## src/rtl/aneps_params.svh

```systemverilog
// Purpose: Offsets, field positions and reset values of the status bank
// Assumes: Five-bit management register address
// Notes: Definitions only
`ifndef ANEPS_PARAMS_SVH
`define ANEPS_PARAMS_SVH

// ----------------------------------------
// Register offsets
// ----------------------------------------
`define ANEPS_ADDR_PARTNER_NP 5'h05
`define ANEPS_ADDR_EXPANSION 5'h06

// ----------------------------------------
// Expansion register fields
// ----------------------------------------
`define ANEPS_EXP_PDF_BIT 4
`define ANEPS_EXP_LPNP_BIT 3
`define ANEPS_EXP_LNP_BIT 2
`define ANEPS_EXP_PGRX_BIT 1
`define ANEPS_EXP_LPAN_BIT 0
`define ANEPS_EXP_RSVD_W 11

// ----------------------------------------
// Reset values
// ----------------------------------------
`define ANEPS_NP_RESET 16'h0000
`define ANEPS_LOCAL_NP_CAPABLE 1'b1

`endif

```

## src/rtl/aneps_pkg.sv

```systemverilog
// Purpose: Types shared by the status bank modules
// Assumes: Nothing beyond the params header
// Notes: Page layout follows the received link code word
package aneps_pkg;

   // ----------------------------------------
   // Received next page word
   // ----------------------------------------
   typedef struct packed {
      logic nextpageRequest;
      logic ack;
      logic messagePageFlag;
      logic complyAcknowledge;
      logic toggle;
      logic [10:0] code;
   } aneps_page_t;

   // ----------------------------------------
   // Link status levels from the negotiation engine
   // ----------------------------------------
   typedef struct packed {
      logic parallelDetectFault;
      logic partnerNextpageCapable;
      logic partnerAutonegCapable;
   } aneps_link_t;

   // State of the page capture module
   typedef struct packed {
      aneps_page_t page;
   } aneps_cap_state_t;

   // State of the register bank
   typedef struct packed {
      logic [15:0] rdata;
      aneps_link_t link;
      logic pageRx;
   } aneps_state_t;

endpackage : aneps_pkg

```

## src/rtl/aneps_page_capture.sv

```systemverilog
// Purpose: Holds the last next page word taken from the partner
// Assumes: pageValid is a one-cycle pulse on clk from the engine
// Notes: No software path writes the held word
`timescale 1ns/10ps
`include "aneps_params.svh"

module aneps_page_capture (
   // Clock and reset
   input wire logic clk,
   input wire logic rst_b,
   // Page from the negotiation engine
   input wire logic pageValid,
   input wire aneps_pkg::aneps_page_t pageWord,
   // Held page
   output aneps_pkg::aneps_page_t page
);

   aneps_pkg::aneps_cap_state_t state_q;
   aneps_pkg::aneps_cap_state_t state_d;

   // ----------------------------------------
   // Capture
   // ----------------------------------------

   // Every field follows the burst, the engine alone owns them
   always_comb begin
      state_d = state_q;
      if (pageValid) begin
         state_d.page = pageWord;
      end
   end

   // Synchronous reset clears every field
   always_ff @(posedge clk) begin
      if (!rst_b) begin
         state_q <= `ANEPS_NP_RESET;
      end else begin
         state_q <= state_d;
      end
   end

   assign page = state_q.page;
endmodule : aneps_page_capture

```

## src/rtl/aneps_status_bank.sv

```systemverilog
// Purpose: Read-only next page and expansion status registers
// Assumes: Engine inputs are on clk; single register port master
// Notes: Read data stand only in the cycle after the read strobe
//
// The address-and-strobe port was left to the implementer.
`timescale 1ns/10ps
`include "aneps_params.svh"

// Notes on behaviour
// - bit 15 shows partner wants another page
// - bit 14 shows partner acknowledged our word
// - engine updates acknowledge bit without software
// - bit 13 message page flag, resets zero
// - bit 12 partner can comply, resets zero
// - bit 11 inverted previous toggle, resets zero
// - bits 10..0 received code, reset zero
// - expansion bits 15..5 read zero, writes ignored
// - expansion bit 4 parallel detect fault
// - expansion bit 3 partner nextpage capable
// - expansion bit 2 always one
// - expansion bit 1 page received, clear-on-read
// - expansion bit 0 partner autoneg capable
module aneps_status_bank #(
   parameter int ADDR_W = 5
) (
   // Clock and reset
   input wire logic clk,
   input wire logic rst_b,
   // Register port
   input wire logic [ADDR_W-1:0] regAddr,
   input wire logic [15:0] regWdata,
   input wire logic regWr,
   input wire logic regRd,
   output logic [15:0] regRdata,
   // Negotiation engine
   input wire logic pageValid,
   input wire aneps_pkg::aneps_page_t pageWord,
   input wire aneps_pkg::aneps_link_t linkStatus,
   // Status mirrors
   output logic pageReceived,
   output aneps_pkg::aneps_page_t partnerPage
);

   // ----------------------------------------
   // Elaboration checks
   // ----------------------------------------

   // Address must reach both offsets
   generate
      if (ADDR_W < 3 || ADDR_W > 16) begin : g_bad_addr
         $error("ADDR_W must lie between 3 and 16");
      end
   endgenerate

   // ----------------------------------------
   // Declarations
   // ----------------------------------------
   localparam logic [ADDR_W-1:0] ADDR_NP = ADDR_W'(`ANEPS_ADDR_PARTNER_NP);
   localparam logic [ADDR_W-1:0] ADDR_EXP = ADDR_W'(`ANEPS_ADDR_EXPANSION);

   aneps_pkg::aneps_state_t state_q;
   aneps_pkg::aneps_state_t state_d;
   aneps_pkg::aneps_page_t page;
   logic [15:0] expValue;
   logic [15:0] npValue;
   logic rdExp;
   logic rdNp;
   logic wrAny;

   // ----------------------------------------
   // Page capture
   // ----------------------------------------
   aneps_page_capture u_capture (
      .clk(clk),
      .rst_b(rst_b),
      .pageValid(pageValid),
      .pageWord(pageWord),
      .page(page)
   );

   // ----------------------------------------
   // Address decode
   // ----------------------------------------

   // One strobe at a time, so decode needs no priority
   assign rdExp = regRd && (regAddr == ADDR_EXP);
   assign rdNp = regRd && (regAddr == ADDR_NP);
   // Writes land nowhere: both registers are read only
   assign wrAny = regWr;

   // ----------------------------------------
   // Register images
   // ----------------------------------------

   // Next page image straight from the capture, fields in word order
   assign npValue = {page.nextpageRequest,
                     page.ack,
                     page.messagePageFlag,
                     page.complyAcknowledge,
                     page.toggle,
                     page.code};

   // Expansion image, upper bits tied low so writes cannot show
   always_comb begin
      expValue = 16'h0000;
      expValue[`ANEPS_EXP_PDF_BIT] = state_q.link.parallelDetectFault;
      expValue[`ANEPS_EXP_LPNP_BIT] = state_q.link.partnerNextpageCapable;
      expValue[`ANEPS_EXP_LNP_BIT] = `ANEPS_LOCAL_NP_CAPABLE;
      expValue[`ANEPS_EXP_PGRX_BIT] = state_q.pageRx;
      expValue[`ANEPS_EXP_LPAN_BIT] = state_q.link.partnerAutonegCapable;
   end

   // ----------------------------------------
   // Next state
   // ----------------------------------------

   // Link levels are sampled every cycle; the flag is sticky
   always_comb begin
      state_d = state_q;
      state_d.link = linkStatus;
      state_d.rdata = 16'h0000;
      if (rdExp) begin
         state_d.rdata = expValue;
      end else if (rdNp) begin
         state_d.rdata = npValue;
      end
      // Clear on read first, so a page in the same cycle overrides it
      if (rdExp) begin
         state_d.pageRx = 1'b0;
      end
      if (pageValid) begin
         state_d.pageRx = 1'b1;
      end
   end

   // Synchronous reset puts every field at zero
   always_ff @(posedge clk) begin
      if (!rst_b) begin
         state_q <= '0;
      end else begin
         state_q <= state_d;
      end
   end

   // ----------------------------------------
   // Outputs
   // ----------------------------------------
   assign regRdata = state_q.rdata;
   assign pageReceived = state_q.pageRx;
   assign partnerPage = page;

   // Write data are not stored anywhere; keep them visible for review
   logic unusedWdata;
   assign unusedWdata = ^regWdata;
endmodule : aneps_status_bank

```

## config.mk

```make
export PLATFORM = sky130hd
export DESIGN_NAME = aneps_status_bank
export DESIGN_NICKNAME = d
export VERILOG_FILES = /design/src/rtl/aneps_pkg.sv /design/src/rtl/aneps_page_capture.sv /design/src/rtl/aneps_status_bank.sv
export VERILOG_INCLUDE_DIRS = /design/src /design/src/rtl
export SDC_FILE = /design/constraint.sdc
export NUM_CORES = 1
export LEC_CHECK = 0
export ABC_CLOCK_PERIOD_IN_PS = 1600
export BUFFER_PORTS_ARGS = -buffer_cell sky130_fd_sc_hd__clkbuf_2
export CAP_MARGIN = 10
export CORE_ASPECT_RATIO = 1.4
export CORE_MARGIN = 1.5
export CORE_UTILIZATION = 45
export DETAILED_ROUTE_END_ITERATION = 10
export HOLD_SLACK_MARGIN = 0.05
export MAX_ROUTING_LAYER = met4
export PLACE_DENSITY = 0.82
export SETUP_SLACK_MARGIN = 0.05
export SYNTH_ARGS = -nofsm -noshare
export SYNTH_HDL_FRONTEND = slang
export SYNTH_SLANG_ARGS = --single-unit
```

## constraint.sdc

```tcl
create_clock -name clk -period 1.6 [get_ports clk]
set_input_delay 0 -clock clk [delete_from_list [all_inputs] [get_ports clk]]
set_output_delay 0 -clock clk [all_outputs]
set_load 0.1 [all_outputs]
```

==> key figures <==
Status
  • Outcome: complete, no violations

Critical path
  • Sequence of cells on the critical path: dlygate4sd3_1 -> clkbuf_2 -> and2_1 -> dlygate4sd3_1
  • Cell occurring most often along the worst timing path: sky130_fd_sc_hd__dlygate4sd3_1
  • Kind of cell adding the most delay to the critical path: buffers and inverters
  • Worst Setup End Kind: flip-flop
  • Top fanout value on the critical path: 1
  • Number of buffers and inverters on the critical path: 3
  • Nature of the critical path startpoint: input pin
  • Critical path arrival: 1380 ps
  • Cell type of the slowest stage on the worst timing path: sky130_fd_sc_hd__dlygate4sd3_1
  • Stage delay of the slowest cell on the critical path: 570 ps
  • WS Path Type: input pin to flip-flop
  • Data required time of the critical path: 1770 ps

STA
  • Worst Skew: 4.03 ps
  • Unrepaired setup endpoints after global routing: no
  • Measured slew at the worst slew-check pin: 601 ps
  • Final worst path period need: 1210 ps
  • Final hold violations: 0
  • Period utilization: 0.753
  • Final-report setup violation count: 0
  • Normalized max-slew margin: 0.600
  • Setup TNS Final: 0 ps
  • Final Max Slew Viols: 0
  • Setup slack of the critical path after layout: 395 ps
  • Maximum operating frequency: 830 MHz

Place
  • HPWL after DPL: 2010 um
  • Cell Count Post-Placement: 212
  • Post-Place Setup Slack: 578 ps
  • Routability-driven placement congestion ratio: 0.805
  • Cell Area, Placed: 0.00163 mm^2
  • Number of port buffers: 60

Synthesis
  • Synthesized area divided by synthesized cell count: 10.8 um^2
  • Total nets after synthesis: 168
  • Number of synthesized register bits: 36
  • Area fraction in compound gates after synthesis: 0.0405
  • Adder-cell area share of the yosys netlist: 0
  • Cell area after technology mapping: 0.00133 mm^2
  • Post-synth cell types: 19
  • Register area share after synthesis: 0.543
  • Simple-gate share of the synthesized area: 0.210
  • Gate count after technology mapping: 123
  • Largest family of logic cells by synthesized area: simple AND/OR/NAND/NOR gates
  • Share of the synthesized netlist area taken by xor and xnor gates: 0
  • Multiplexer fraction of the synthesized cell area: 0.121
  • Synth warn: 0

Floorplan
  • Die area: 0.00329 mm^2
  • Core box area: 0.00285 mm^2
  • Die H: 67.3 um
  • Starting density of the core: 0.466
  • IO Count: 78
  • Die boundary width: 48.9 um
  • Number of rows created at floorplan: 23

CTS
  • Clock root buffer: sky130_fd_sc_hd__clkbuf_8
  • CTS sink cnt: 36
  • Setup repair bufs after CTS: 0
  • Num CTS Buffers: 5
  • Clock Tree Buf Depth: 2
  • TritonCTS clock tree: yes
  • Post-cts sizing count: 0
  • Clock-pin slew reported for the worst setup and hold paths after clock tree synthesis: 70 ps
  • Worst skew pair latency: 290 ps
  • Number of levels in the clock H-tree: 2

Cells and area
  • Number of standard cells in the final layout excluding fillers: 242
  • Most frequent standard cell in the layout excluding fill and tap cells: sky130_fd_sc_hd__clkbuf_2
  • Post-route standard cell area excluding fillers: 0.00194 mm^2
  • Most frequent cells in the layout: sky130_fd_sc_hd__clkbuf_2 (60), sky130_fd_sc_hd__dfxtp_1 (36), sky130_fd_sc_hd__dlygate4sd3_1 (22), sky130_fd_sc_hd__mux2i_1 (16), sky130_fd_sc_hd__nor2_1 (16)
  • NumNets Final: 249
  • Diodes inserted: 0
  • Fraction of layout cells with a size suffix above 1: 0.356
  • Area delta synth->final: 46.4%
  • Fill cell total of the finished layout: 217

Detailed routing
  • Routed via count divided by cell count: 4.80
  • Antenna viol nets, final: 0
  • Drt total wl: 3080 um
  • Initial DRT Pass Iterations: 4
  • Vias post-DR: 1161
  • Count of routing violations after the opening detailed-route iteration: 9
  • Average wire per standard cell: 12.7 um
  • DRC: 0

Global route
  • Vias in the first global route: 1056
  • Antenna violations before repair: 0
  • Total routing usage reported by global routing: 0.208
  • Total global routing overflow: 0
  • First-pass GRT wire length: 4760 um
  • Largest net degree at the start of global routing: 19

Pwr
  • Peak supply drop: 0.000643 V
  • Power per cell area: 1030 mW/mm^2
  • Static leakage: 0.898 nW

Job
  • Max capacitance violation total: 0

Hold path
  • Hold WC Path Type: input pin to flip-flop
## final cells by class
class                   instances  area [um^2]  share of cell area
flip-flops and latches         36          721               0.371
repair buffers                 84          548               0.282
multi-input cells              65          493               0.254
well taps                      37         46.3              0.0238
inverters                      12         45.0              0.0232
clock buffers                   8         90.1              0.0464
## sequential cells by signal (all words and copies together), names as in the netlist
| name | cells |
|---|---|
| expValue | 3 |
| pageReceived | 1 |
| u_capture.page | 16 |
| regRdata | 16 |
## Yosys cell counts
cell type,number,area share
sky130_fd_sc_hd__dfxtp_1,36,0.54
sky130_fd_sc_hd__inv_1,12,0.034
sky130_fd_sc_hd__a211oi_1,5,0.028
sky130_fd_sc_hd__buf_4,3,0.017
sky130_fd_sc_hd__nor2_1,16,0.045
sky130_fd_sc_hd__nand4bb_1,1,0.0085
sky130_fd_sc_hd__nand3b_1,9,0.051
sky130_fd_sc_hd__nor4_1,6,0.028
sky130_fd_sc_hd__buf_8,1,0.011
sky130_fd_sc_hd__o21a_1,1,0.0057
sky130_fd_sc_hd__nor4_2,4,0.038
sky130_fd_sc_hd__buf_2,1,0.0038
sky130_fd_sc_hd__clkbuf_1,4,0.011
sky130_fd_sc_hd__nor4_4,1,0.016
sky130_fd_sc_hd__buf_6,1,0.0085
sky130_fd_sc_hd__nand2b_1,2,0.0094
sky130_fd_sc_hd__o31a_1,1,0.0066
sky130_fd_sc_hd__and2_1,3,0.014
sky130_fd_sc_hd__mux2i_1,16,0.12
## routing by layer
metal | vias up | share of wire | global-route usage
met3 | 8 | 0.060 | 0.0796
met2 | 49 | 0.50 | 0.351
met1 | 527 | 0.41 | 0.202
met5 | - | 0 | -
met4 | 0 | 0.030 | 0.132
li1 | 577 | - | -
## where the power goes
group | switching [mW] | internal (mW)
clock network | 0.299 | 0.351
registers | 0.0221 | 0.927
logic | 0.285 | 0.118
## metrics by stage
step	utilization	power, mW	hold WS, ps
finish	0.682	2.00	78.7
global route	0.682	2.08	87.8
CTS	0.682	2.02	68.0
detailed placement	0.573	1.33	212
global placement	0.573	1.32	214
floorplan	-	1.25	122
## final timing paths
check	endpoint	from	cells past startpoint	slack (ps)
max	expValue[4]	linkStatus[2]	4	390
min	regRdata[4]	regAddr[1]	3	80
min reg2reg	regRdata[8]	u_capture.page[8]	2	460
max reg2reg	regRdata[7]	u_capture.page[7]	2	820
## logic make-up after synthesis
| family | after synthesis |
|---|---|
| AOI/OAI and AO/OA | 7 |
| buffers and inverters | 22 |
| DFF | 36 |
| muxes | 16 |
| and+or+nand+nor | 42 |
## worst reg2reg max path: stages (launching register included)
cell and delay, ps:
sky130_fd_sc_hd__dfxtp_1 360, sky130_fd_sc_hd__inv_1 60, sky130_fd_sc_hd__nor4_2 270
## what timing repair did
action | in CTS | in global routing
endpoints found under the setup margin | 0 | 0
hold buffers | 22 | 0
endpoints found under the hold margin | 19 | 0
Note: power is estimated with default switching activity, not from simulation.
